$ cat src/logic/wdr_pkg.sv
/*
 * Constants, register map and types of the watchdog and reset-cause block.
 * Assumes a 100 MHz core clock and an AXI4-Lite master with 32-bit data.
 */
`default_nettype none

package wdr_pkg;

    // ------------------------------------------------------------
    // Clocks and times
    // ------------------------------------------------------------
    localparam int unsigned CLK_HZ      = 100_000_000;
    localparam int unsigned CLK_NS      = 10;
    // Nominal low-speed oscillator rate, not measured by the logic
    localparam int unsigned LOW_SPEED_INTERNAL_OSC_HZ     = 32_000;
    localparam int unsigned SRESET_NS   = 1000;
    localparam int unsigned SRESET_CYC  = (SRESET_NS + CLK_NS - 1) / CLK_NS;
    localparam int unsigned LVR_QUAL_NS = 1000;
    localparam int unsigned LVR_CYC     = (LVR_QUAL_NS + CLK_NS - 1) / CLK_NS;
    localparam int unsigned RST_OUT_CYC = 4;

    // ------------------------------------------------------------
    // Register map
    // ------------------------------------------------------------
    localparam int unsigned ADDR_W    = 8;
    localparam logic [7:0]  OFF_WATCHDOG_CONTROL  = 8'h00;
    localparam logic [7:0]  OFF_RESET_CAUSE_FLAGS = 8'h04;
    localparam logic [7:0]  OFF_STAT  = 8'h08;
    localparam logic [7:0]  OFF_CMD   = 8'h0C;
    localparam logic [1:0]  RESP_OK   = 2'h0;
    localparam logic [1:0]  RESP_ERR  = 2'h2;

    // ------------------------------------------------------------
    // Fields and values
    // ------------------------------------------------------------
    localparam logic [7:0]  WATCHDOG_CONTROL_POR  = 8'h53;
    localparam logic [4:0]  KEY_A     = 5'h0A;
    localparam logic [4:0]  KEY_B     = 5'h15;
    localparam int unsigned KEY_LSB   = 3;
    localparam logic [7:0]  IAP_KEY   = 8'h55;
    localparam int unsigned WRF_BIT   = 0;
    localparam int unsigned LOW_VOLTAGE_RESET_FLAG_BIT  = 2;
    localparam int unsigned TO_BIT    = 0;
    localparam int unsigned PDF_BIT   = 1;
    localparam int unsigned CNT_W     = 18;
    localparam int unsigned INT_N     = 4;

    typedef enum logic [1:0] {
        ST_RUN   = 2'h0,
        ST_SDLY  = 2'h1,
        ST_RSTO  = 2'h2
    } wdr_state_t;

    // Last count before overflow for each period select
    function automatic logic [CNT_W-1:0] wdr_limit(input logic [2:0] sel);
        logic [CNT_W-1:0] lim;
        lim = 18'h000FF;
        unique case (sel)
            3'h0: lim = 18'h000FF;
            3'h1: lim = 18'h003FF;
            3'h2: lim = 18'h00FFF;
            3'h3: lim = 18'h03FFF;
            3'h4: lim = 18'h07FFF;
            3'h5: lim = 18'h0FFFF;
            3'h6: lim = 18'h1FFFF;
            3'h7: lim = 18'h3FFFF;
        endcase
        return lim;
    endfunction : wdr_limit

endpackage : wdr_pkg

`default_nettype wire

$ cat src/logic/wdr_top.sv
/*
 * Watchdog timer, reset-source control and reset-cause flags.
 * Assumes the CPU core drives the instruction strobes and the low-power
 * level on I_REF_CLK; the oscillator and the low-voltage detector are
 * asynchronous pins. O_SYS_RST is the whole-device reset request.
 */
// Chosen here: the AXI4-Lite register port and the register addresses.
`timescale 1ns/1ps
`default_nettype none

module wdr_top
    import wdr_pkg::*;
(
    // Clock and reset
    input  wire logic              I_REF_CLK,
    input  wire logic              I_ARST_N,
    // AXI4-Lite write address and data
    input  wire logic              I_AWVALID,
    output logic                   O_AWREADY,
    input  wire logic [ADDR_W-1:0] I_AWADDR,
    input  wire logic              I_WVALID,
    output logic                   O_WREADY,
    input  wire logic [31:0]       I_WDATA,
    input  wire logic [3:0]        I_WSTRB,
    // AXI4-Lite write response
    output logic                   O_BVALID,
    input  wire logic              I_BREADY,
    output logic [1:0]             O_BRESP,
    // AXI4-Lite read
    input  wire logic              I_ARVALID,
    output logic                   O_ARREADY,
    input  wire logic [ADDR_W-1:0] I_ARADDR,
    output logic                   O_RVALID,
    input  wire logic              I_RREADY,
    output logic [31:0]            O_RDATA,
    output logic [1:0]             O_RRESP,
    // Asynchronous pins
    input  wire logic              I_LOW_SPEED_INTERNAL_OSC_CLK,
    input  wire logic              I_LOW_VOLT,
    // CPU core
    input  wire logic              I_CLEAR_WATCHDOG_INSTRUCTION,
    input  wire logic              I_HALT,
    input  wire logic              I_LOW_PWR,
    input  wire logic [INT_N-1:0]  I_INT_REQ,
    // Reset and wake outputs
    output logic                   O_SYS_RST,
    output logic                   O_PC_SP_CLR,
    output logic                   O_INT_WAKE
);

    // ------------------------------------------------------------
    // Declarations
    // ------------------------------------------------------------
    wdr_state_t        st_q;
    wdr_state_t        st_d;
    logic [15:0]       dly_q;
    logic [15:0]       dly_d;
    logic [7:0]        watchdog_control_q;
    logic              wrf_q;
    logic              low_voltage_reset_flag_q;
    logic              to_q;
    logic              pdf_q;
    logic [CNT_W-1:0]  cnt_q;
    logic              osc_s1_q;
    logic              osc_s2_q;
    logic              osc_s3_q;
    logic              lv_s1_q;
    logic              lv_s2_q;
    logic [15:0]       lv_cnt_q;
    logic [INT_N-1:0]  wmask_q;
    logic [ADDR_W-1:0] awaddr_q;
    logic [31:0]       wdata_q;
    logic              wstrb0_q;
    logic              tick;
    logic              key_ok;
    logic              ovf;
    logic              lvr_trip;
    logic              wr_go;
    logic              wr_hit;
    logic              iap_go;
    logic              sdone;
    logic              rst_go;
    logic              halt_go;
    logic              clr_go;

    // ------------------------------------------------------------
    // Synchronisers
    // ------------------------------------------------------------
    // Third stage only feeds the edge detect, never the first stage
    always_ff @(posedge I_REF_CLK or negedge I_ARST_N) begin
        if (!I_ARST_N) begin
            osc_s1_q <= 1'b0;
            osc_s2_q <= 1'b0;
            osc_s3_q <= 1'b0;
        end else begin
            osc_s1_q <= I_LOW_SPEED_INTERNAL_OSC_CLK;
            osc_s2_q <= osc_s1_q;
            osc_s3_q <= osc_s2_q;
        end
    end

    always_ff @(posedge I_REF_CLK or negedge I_ARST_N) begin
        if (!I_ARST_N) begin
            lv_s1_q <= 1'b0;
            lv_s2_q <= 1'b0;
        end else begin
            lv_s1_q <= I_LOW_VOLT;
            lv_s2_q <= lv_s1_q;
        end
    end

    // ------------------------------------------------------------
    // Event decode
    // ------------------------------------------------------------
    // one count per oscillator rising edge
    assign tick     = osc_s2_q & ~osc_s3_q;
    assign key_ok   = (watchdog_control_q[7:KEY_LSB] == KEY_A) || (watchdog_control_q[7:KEY_LSB] == KEY_B);
    assign ovf      = (st_q == ST_RUN) && key_ok && tick && (cnt_q == wdr_limit(watchdog_control_q[2:0]));
    // trips only once low for longer than the qualify time
    assign lvr_trip = lv_s2_q && (lv_cnt_q == 16'(LVR_CYC));
    assign wr_go    = !O_AWREADY && !O_WREADY && !O_BVALID;
    assign wr_hit   = wr_go && wstrb0_q;
    assign iap_go   = wr_hit && (awaddr_q == OFF_CMD) && (wdata_q[7:0] == IAP_KEY);
    assign sdone    = (st_q == ST_SDLY) && (dly_q == 16'(SRESET_CYC - 1));
    assign halt_go  = I_HALT && (st_q == ST_RUN);
    // the clear instruction, halt and a bad key are the software ways to restart the count
    assign clr_go   = I_CLEAR_WATCHDOG_INSTRUCTION && (st_q == ST_RUN);
    // normal-mode overflow, key reset, low voltage and IN_APPLICATION_PROGRAMMING all reset
    assign rst_go   = (st_q != ST_RSTO) && (lvr_trip || iap_go || sdone || (ovf && !I_LOW_PWR));

    // ------------------------------------------------------------
    // Reset sequencer
    // ------------------------------------------------------------
    always_comb begin
        st_d  = st_q;
        dly_d = dly_q + 16'h0001;
        unique case (st_q)
            ST_RUN: begin
                dly_d = 16'h0000;
                // bad key waits the soft-reset delay
                if (!key_ok && !rst_go) begin
                    st_d = ST_SDLY;
                end
            end
            ST_SDLY: begin
                if (rst_go) begin
                    dly_d = 16'h0000;
                end
            end
            ST_RSTO: begin
                if (dly_q == 16'(RST_OUT_CYC - 1)) begin
                    st_d  = ST_RUN;
                    dly_d = 16'h0000;
                end
            end
            default: begin
                st_d  = ST_RSTO;
                dly_d = 16'h0000;
            end
        endcase
        if (rst_go) begin
            st_d  = ST_RSTO;
            dly_d = 16'h0000;
        end
    end

    // power-on starts in reset so the core clears PC and ports
    always_ff @(posedge I_REF_CLK or negedge I_ARST_N) begin
        if (!I_ARST_N) begin
            st_q      <= ST_RSTO;
            dly_q     <= 16'h0000;
            O_SYS_RST <= 1'b1;
        end else begin
            st_q      <= st_d;
            dly_q     <= dly_d;
            O_SYS_RST <= (st_d == ST_RSTO);
        end
    end

    // ------------------------------------------------------------
    // Watchdog counter
    // ------------------------------------------------------------
    // cleared by bad key, clear instruction and halt
    // held at zero through every reset
    always_ff @(posedge I_REF_CLK or negedge I_ARST_N) begin
        if (!I_ARST_N) begin
            cnt_q <= '0;
        end else if (st_q != ST_RUN || !key_ok || clr_go || halt_go) begin
            cnt_q <= '0;
        end else if (tick) begin
            cnt_q <= ovf ? '0 : cnt_q + 18'h00001;
        end
    end

    // low-power overflow only clears PC and SP
    always_ff @(posedge I_REF_CLK or negedge I_ARST_N) begin
        if (!I_ARST_N) begin
            O_PC_SP_CLR <= 1'b0;
        end else begin
            O_PC_SP_CLR <= ovf && I_LOW_PWR;
        end
    end

    // ------------------------------------------------------------
    // Status flags
    // ------------------------------------------------------------
    // power-on clears both; low-voltage reset leaves both
    // halt clears time-out; an overflow in the same cycle wins
    always_ff @(posedge I_REF_CLK or negedge I_ARST_N) begin
        if (!I_ARST_N) begin
            to_q <= 1'b0;
        end else if (ovf) begin
            to_q <= 1'b1;
        end else if (halt_go) begin
            to_q <= 1'b0;
        end
    end

    // Clear instruction also ends the power-down indication
    always_ff @(posedge I_REF_CLK or negedge I_ARST_N) begin
        if (!I_ARST_N) begin
            pdf_q <= 1'b0;
        end else if (halt_go) begin
            pdf_q <= 1'b1;
        end else if (clr_go) begin
            pdf_q <= 1'b0;
        end
    end

    // ------------------------------------------------------------
    // Low-voltage qualification
    // ------------------------------------------------------------
    // disabled and forgotten while in sleep or idle
    always_ff @(posedge I_REF_CLK or negedge I_ARST_N) begin
        if (!I_ARST_N) begin
            lv_cnt_q <= 16'h0000;
        end else if (!lv_s2_q || I_LOW_PWR || st_q == ST_RSTO) begin
            lv_cnt_q <= 16'h0000;
        end else if (lv_cnt_q != 16'(LVR_CYC)) begin
            lv_cnt_q <= lv_cnt_q + 16'h0001;
        end
    end

    // ------------------------------------------------------------
    // Control and reset-cause registers
    // ------------------------------------------------------------
    // power-on key and period; reloaded by each reset so a bad
    // key cannot keep the device in reset forever
    always_ff @(posedge I_REF_CLK or negedge I_ARST_N) begin
        if (!I_ARST_N) begin
            watchdog_control_q <= WATCHDOG_CONTROL_POR;
        end else if (rst_go) begin
            watchdog_control_q <= WATCHDOG_CONTROL_POR;
        end else if (wr_hit && awaddr_q == OFF_WATCHDOG_CONTROL) begin
            watchdog_control_q <= wdata_q[7:0];
        end
    end

    // hardware set beats a software clear in the same cycle
    // low-voltage flag behaves the same way
    always_ff @(posedge I_REF_CLK or negedge I_ARST_N) begin
        if (!I_ARST_N) begin
            wrf_q  <= 1'b0;
            low_voltage_reset_flag_q <= 1'b0;
        end else begin
            if (sdone) begin
                wrf_q <= 1'b1;
            end else if (wr_hit && awaddr_q == OFF_RESET_CAUSE_FLAGS) begin
                wrf_q <= wdata_q[WRF_BIT];
            end
            // qualified low supply marks its cause
            if (lvr_trip && st_q != ST_RSTO) begin
                low_voltage_reset_flag_q <= 1'b1;
            end else if (wr_hit && awaddr_q == OFF_RESET_CAUSE_FLAGS) begin
                low_voltage_reset_flag_q <= wdata_q[LOW_VOLTAGE_RESET_FLAG_BIT];
            end
        end
    end

    // ------------------------------------------------------------
    // Wake masking
    // ------------------------------------------------------------
    // requests pending at halt are masked for this low-power stay
    always_ff @(posedge I_REF_CLK or negedge I_ARST_N) begin
        if (!I_ARST_N) begin
            wmask_q    <= '0;
            O_INT_WAKE <= 1'b0;
        end else begin
            if (halt_go) begin
                wmask_q <= ~I_INT_REQ;
            end
            O_INT_WAKE <= I_LOW_PWR && !halt_go && |(I_INT_REQ & wmask_q);
        end
    end

    // ------------------------------------------------------------
    // AXI4-Lite slave
    // ------------------------------------------------------------
    always_ff @(posedge I_REF_CLK or negedge I_ARST_N) begin
        if (!I_ARST_N) begin
            O_AWREADY <= 1'b1;
            O_WREADY  <= 1'b1;
            O_BVALID  <= 1'b0;
            O_BRESP   <= RESP_OK;
            awaddr_q  <= '0;
            wdata_q   <= 32'h00000000;
            wstrb0_q  <= 1'b0;
        end else begin
            if (O_AWREADY && I_AWVALID) begin
                O_AWREADY <= 1'b0;
                awaddr_q  <= I_AWADDR;
            end
            if (O_WREADY && I_WVALID) begin
                O_WREADY <= 1'b0;
                wdata_q  <= I_WDATA;
                wstrb0_q <= I_WSTRB[0];
            end
            if (wr_go) begin
                O_BVALID <= 1'b1;
                O_BRESP  <= (awaddr_q == OFF_WATCHDOG_CONTROL || awaddr_q == OFF_RESET_CAUSE_FLAGS ||
                             awaddr_q == OFF_STAT || awaddr_q == OFF_CMD) ? RESP_OK : RESP_ERR;
            end
            if (O_BVALID && I_BREADY) begin
                O_BVALID  <= 1'b0;
                O_AWREADY <= 1'b1;
                O_WREADY  <= 1'b1;
            end
        end
    end

    // unimplemented flag bits read as zero
    always_ff @(posedge I_REF_CLK or negedge I_ARST_N) begin
        if (!I_ARST_N) begin
            O_ARREADY <= 1'b1;
            O_RVALID  <= 1'b0;
            O_RDATA   <= 32'h00000000;
            O_RRESP   <= RESP_OK;
        end else if (O_ARREADY && I_ARVALID) begin
            O_ARREADY <= 1'b0;
            O_RVALID  <= 1'b1;
            O_RDATA   <= 32'h00000000;
            O_RRESP   <= RESP_OK;
            unique case (I_ARADDR)
                OFF_WATCHDOG_CONTROL:  O_RDATA[7:0] <= watchdog_control_q;
                OFF_RESET_CAUSE_FLAGS: O_RDATA[7:0] <= {5'h00, low_voltage_reset_flag_q, 1'b0, wrf_q};
                OFF_STAT:  O_RDATA[7:0] <= {6'h00, pdf_q, to_q};
                OFF_CMD:   O_RDATA[7:0] <= 8'h00;
                default:   O_RRESP      <= RESP_ERR;
            endcase
        end else if (O_RVALID && I_RREADY) begin
            O_RVALID  <= 1'b0;
            O_ARREADY <= 1'b1;
        end
    end

    // ------------------------------------------------------------
    // Assertions
    // ------------------------------------------------------------
    localparam int A_SDLY = SRESET_CYC + 1;
endmodule : wdr_top

`default_nettype wire

$ cat config.mk
export PLATFORM = sky130hd
export DESIGN_NAME = wdr_top
export DESIGN_NICKNAME = d
export VERILOG_FILES = /design/src/logic/wdr_pkg.sv /design/src/logic/wdr_top.sv
export SDC_FILE = /design/constraint.sdc
export NUM_CORES = 1
export LEC_CHECK = 0
export BUFFER_PORTS_ARGS = -buffer_cell sky130_fd_sc_hd__buf_2
export CAP_MARGIN = 20
export CORE_MARGIN = 2
export CORE_UTILIZATION = 50
export DETAILED_ROUTE_END_ITERATION = 10
export PLACE_DENSITY = 0.76
export RECOVER_POWER = 25
export SYNTH_ARGS = -nofsm -noshare
export SYNTH_HDL_FRONTEND = slang
export SYNTH_SLANG_ARGS = --single-unit
$ cat constraint.sdc
create_clock -name I_REF_CLK -period 2.6 [get_ports I_REF_CLK]
set_input_delay 0.26 -clock I_REF_CLK [delete_from_list [all_inputs] [get_ports I_REF_CLK]]
set_output_delay 0.26 -clock I_REF_CLK [all_outputs]
set_load 0.01 [all_outputs]
-- Word level (Yosys, flattened, before mapping)
Memory sizes are Yosys's and may differ from the RTL's.
Index checks and enable logic that the tools add are counted.
Widths: inputs -> output; s select.
- add/sub/neg operators: 3
- reduce and logical (&&, ||, !) cells: 63
- magnitude comparators: 0
- bitwise operators: 4
- equal/unequal tests: 18
- multipliers: 0
- divide/modulo/power cells: 0
- shifts and indexed selects: 0
- muxes and demuxes: 35
- operators with widths (kind ; count):
    $mux 16 ; 4
    $mux 18 ; 3
    $add 16x1->16 const B ; 2
    $eq 16x7->1 const B ; 2
    $eq 8x4->1 const B ; 4
    $pmux 16 s2 ; 1
    $logic_and 1x1->1 ; 26
    $pmux 8 s3 ; 1
    $reduce_bool 2->1 ; 12
    $add 18x1->18 const B ; 1
    $eq 18x18->1 ; 1
    $mux 1 ; 18
    $eq 16x2->1 const B ; 1
    $eq 8x3->1 const B ; 2
    $logic_not 8->1 ; 2
    $mux 8 ; 2
    $ne 16x7->1 const B ; 1
    $logic_or 1x1->1 ; 12
    $mux 2 ; 5
    $eq 8x7->1 const B ; 1
    $logic_not 1->1 ; 8
    $reduce_or 4->1 ; 2
    $pmux 2 s3 ; 1
    $eq 5x4->1 const B ; 1
    other kinds (9) ; 10
- output and inout port bits: 44
- logic and storage cells: 153
- ROM bits: 80
- memories kept: 1
- memory bits (writable): 0
- register bits after elaboration: 110
- bits in latches: 0
- bits of input ports: 68
- memories (name ; depth ; bits a word ; rd ports ; clocked after memory_dff ; write ports ; line ; text):
    (name not given) ; 8 ; 10 ; 1 ; 0 ; 0 ; wdr_pkg.sv:58 ; unique case (sel)

-- Depth between registers and ports, before layout
- word-level depth: 16
- gate-level depth with buffers: 9
- depth with buffers taken out: 8

-- Worst setup path before layout
Ideal clock, no wire load.
- kind: register to register
- start point: register lv_cnt_q[0]
- end point: register st_q[0]
- cell stages (with the launch flop): 10
- data required time: 2.479 ns
- buffers on the path: 1
- arrival: 2.010 ns
- library setup time: 0.121 ns
- path slack: 0.470 ns
- clock period less this slack: 2.130 ns
- path through: dfrtp_1 > inv_1 > ha_1 > nor4b_1 > nand4_1 > or3b_2 > o221a_2 > o31ai_4 > buf_6 > nor3_1
- longest elaborated chain between the ends: 11
- ends and longest elaborated chain (element ; line ; text):
    from (decl) ; wdr_top.sv:69 ; logic [15:0] lv_cnt_q;
    from (signal assigned) ; wdr_top.sv:240 ; lv_cnt_q <= lv_cnt_q + 16'h0001;
    $eq 16x7->1 * ; wdr_top.sv:120 ; assign lvr_trip = lv_s2_q && (lv_cnt_q == 16'(LVR_CYC));
    $logic_and 1x1->1 * ; wdr_top.sv:120 ;
    $logic_or 1x1->1 * (3 in a row) ; wdr_top.sv:129 ; assign rst_go = (st_q != ST_RSTO) && (lvr_trip || iap_go || sdone || (ovf && !I_LOW_PWR));
    $logic_and 1x1->1 * ; wdr_top.sv:129 ;
    $logic_not 1->1 ; wdr_top.sv:141 ; if (!key_ok && !rst_go) begin
    $logic_and 1x1->1 ; wdr_top.sv:141 ;
    $mux 2 ; wdr_top.sv:141 ;
    $pmux 2 s3 ; wdr_top.sv:137 ; unique case (st_q)
    $mux 2 * ; wdr_top.sv:161 ; if (rst_go) begin
    via st_d[0] ; wdr_top.sv:55 ; wdr_state_t st_d;
    to (signal assigned) ; wdr_top.sv:174 ; st_q <= st_d;
    to (decl) ; wdr_top.sv:54 ; wdr_state_t st_q;
Mark *: on every way through the listed nets, which the timed path passes. The rest lies on a longest branch.
A chain may end at the register's enable or synchronous reset.

-- Worst setup path in the final report
- start point: register st_q[1]
- end point: register cnt_q[10]
- longest elaborated chain between the ends: 7
- elaborated cells between the ends (all ways): 14
- classes of those cells: mux (3); reduce/logical (11)
- ends and longest elaborated chain (element ; line ; text):
    $logic_not 2->1 ; wdr_top.sv:118, wdr_top.sv:125, wdr_top.sv:127 ;
    $logic_and 1x1->1 (3 in a row) ; wdr_top.sv:118 ; assign ovf = (st_q == ST_RUN) && key_ok && tick && (cnt_q == wdr_limit(watchdog_control_q[2:0]));
    $mux 18 ; wdr_top.sv:191 ; cnt_q <= ovf ? '0 : cnt_q + 18'h00001;
    $mux 18 ; wdr_top.sv:190 ; end else if (tick) begin
    $mux 18 ; wdr_top.sv:188 ; end else if (st_q != ST_RUN || !key_ok || clr_go || halt_go) begin
    to (signal assigned) ; wdr_top.sv:191 ;
    to (decl) ; wdr_top.sv:63 ; logic [CNT_W-1:0] cnt_q;
Parallel ways exist; a longest one is shown, timed or not. The select of a mux whose other input is x is not followed.

==> metrics.txt <==
status=completed; Die H=108 µm; design area=5960 µm²; Initial Utilization=0.517; total track usage=0.196; Final Wtd Congestion=0.873; Hold Path End=O_WREADY$_DFFE_PN1P_; DR DRC count=0; Reg power frac=0.524; clock sink total=108; Port-buffer cells=58; Power per Cell Area=717 nW/µm²; Post-Route WL=10.6 mm; Combinational Power Share=0.246; row count=37; largest net degree at the start of global routing=64; Final Core Density=0.575; post-CTS resize count=0; Initial DRT Pass Iterations=6; Rel. slew slack=0.237; worst-path fanout max=5; Max VDD drop=0.360 mV; most frequent cells in the layout=99 x dfrtp_1, 76 x nor2_1, 63 x nand2_1; Die Area=11600 µm²; Finish-stage setup viols=0; CP Class=reg2reg; number of flops mapped to enable cells by yosys=0; routed vias/inst=5.31; hold depth=2; DP HPWL=7.53 mm; setup TNS=0 ns; Vias=3967; f_max=0.424 GHz; number of routed nets with antenna violations=0; reg-to-reg slack, setup=0.24 ns; Worst EP required=2.90 ns; worst r2r src=st_q[1]$_DFF_PN1_; cell area after synthesis=5360 µm²; sequential share of the synthesized area=0.507; LEAKAGE=2.70 nW; Mapped Avg Cell Area=10.0 µm²; unrepaired setup endpoints after global routing=no; total power=4.27 mW; Root Buffer=clkbuf_8; CTS clock-pin slew for the worst setup and hold paths=0.11 ns; post-synth cell types=56; type of element capturing the critical path=flop; commonest non-fill, non-tap cell in the layout=dfrtp_1; switching pwr=1.43 mW; FF-to-FF path depth=9; Async SR Flop Fraction=1.00; min cycle time layout=2.36 ns; GRT overflow=0; initial antenna violation count=0; NumNets Final=683; Tcrit/Tclk final=0.907; CTS tree=built; H-tree depth=3; Worst Skew=0.0194 ns; CP arrival=2.66 ns; number of global-route vias before repair=3872; Hold Fails Final Rpt=0; crit start category=flop; switching part of the total=0.334; diode count=0; clock share of power=0.230; I/O pin count=112; warnings from Yosys=0; Wirelength per Cell=14.1 µm; worst skew pair latency=0.39 ns; DP Area=5740 µm²; ys flop type=dfrtp_1; cell count after synthesis=534; Slew @ Worst Pin=1.14 ns; core area=10400 µm²; worst hold path class=in2reg; first-pass GRT wire length=18.2 mm; clock buffer depth=2; Yosys reg bits=108; DR iter-0 viols=300; share of cells above drive strength 1=0.190; number of buffers created by CTS=9; Reg-to-Reg End=cnt_q[10]$_DFFE_PN0P_; Pint=2.85 mW; Max-cap violations=0; area growth from synthesis to layout=11.3%; final-report max-slew violation count=0; Horiz. Die Dim=108 µm; min-delay src=I_WVALID
-- registers in the layout, indices dropped and copies added (netlist names), 2 cells and up --
register,count
cnt_q,18
wdata_q,8
O_RDATA,8
wmask_q,4
dly_q,16
lv_cnt_q,16
awaddr_q,8
watchdog_control_q,8
st_q,2
-- layout make-up --
| cell class | instances | area, µm² |
|---|---|---|
| fillers | 911 | 4410 |
| flip-flops and latches | 108 | 2710 |
| multi-input cells | 397 | 2410 |
| repair buffers | 73 | 423 |
| well taps | 136 | 170 |
| clock buffers | 9 | 124 |
| inverters | 17 | 63.8 |
| clock inverters | 7 | 58.8 |
-- logic make-up after synthesis --
| family | after synthesis | synth area share |
|---|---|---|
| simple gates | 238 | 0.215 |
| flops | 108 | 0.507 |
| compound gates | 56 | 0.0738 |
| buf+inv | 54 | 0.0614 |
| xor+xnor | 40 | 0.0654 |
| mux | 28 | 0.0565 |
| fa+ha+maj | 9 | 0.0210 |
| other cells | 1 | 0.000700 |
-- Yosys cell counts, types with 10 or more instances --
cell type   n  share of area
nand4_1    12          0.014
nand3_1    16          0.015
mux2i_1    10          0.019
nor2_1     76          0.053
nand2_1    63          0.044
o21ai_0    13          0.012
a21oi_1    15          0.014
mux2_2     18          0.038
xnor2_1    21          0.034
buf_4      27          0.038
inv_1      17          0.012
dfrtp_1    99           0.46
nor3_1     22          0.021
xor2_1     19          0.031
-- critical path, cell delays in order, from the launching register on --
cell       delay, ns
dfstp_2         0.57
inv_1           0.08
ha_1            0.27
and2_1          0.19
a2bb2oi_1       0.21
buf_4           0.19
nor2_1          0.09
or4_1           0.43
xor2_1          0.16
nor2_1          0.10
-- through the flow --
step / setup WS [ns] / hold slack, ns / instances
floorplan: 0.470 / -0.0356 / 559
global placement: 0.131 / 0.294 / 727
detailed placement: 0.0420 / 0.304 / 727
CTS: 0.00182 / 0.0199 / 746
global route: 0.0403 / 0.0408 / 747
finish: 0.241 / 0.0376 / 747
-- what timing repair did --
| item | in CTS | in global routing |
|---|---|---|
| endpoints found under the hold margin | 44 | 0 |
| endpoints found under the setup margin | 0 | 0 |
| buffers inserted | 0 | 0 |
| hold buffers | 3 | 0 |
-- routing by layer --
layer  up-vias  wire [µm]  global-route usage
met4         0        173              0.0659
met2       119       4960               0.319
met5         -          0                   0
met3        15        519              0.0272
met1      1909       4920               0.271
li1       1924          -                   -
-- power groups by stage --
stage	Clock, mW	Combinational [mW]	Sequential [mW]
final	0.984	1.05	2.24
after global routing	1.06	1.19	2.28
after CTS	1.00	1.07	2.24
after detailed placement	0	1.06	2.28
after global placement	0	1.02	2.26
after floorplan	0	0.755	2.23
-- how the worst max path moves through the flow --
stage | startpoint | end | cells after the start
after floorplan | lv_cnt_q[0]$_DFFE_PN0P_ | st_q[0]$_DFF_PN0_ | 9
after global placement | watchdog_control_q[1]$_DFFE_PN1P_ | st_q[1]$_DFF_PN1_ | 6
after detailed placement | st_q[0]$_DFF_PN0_ | dly_q[8]$_DFF_PN0_ | 8
after CTS | cnt_q[8]$_DFFE_PN0P_ | watchdog_control_q[3]$_DFFE_PN0P_ | 6
after global routing | st_q[1]$_DFF_PN1_ | cnt_q[17]$_DFFE_PN0P_ | 9
final | st_q[1]$_DFF_PN1_ | cnt_q[10]$_DFFE_PN0P_ | 9
(Power assumes the default switching activity.)
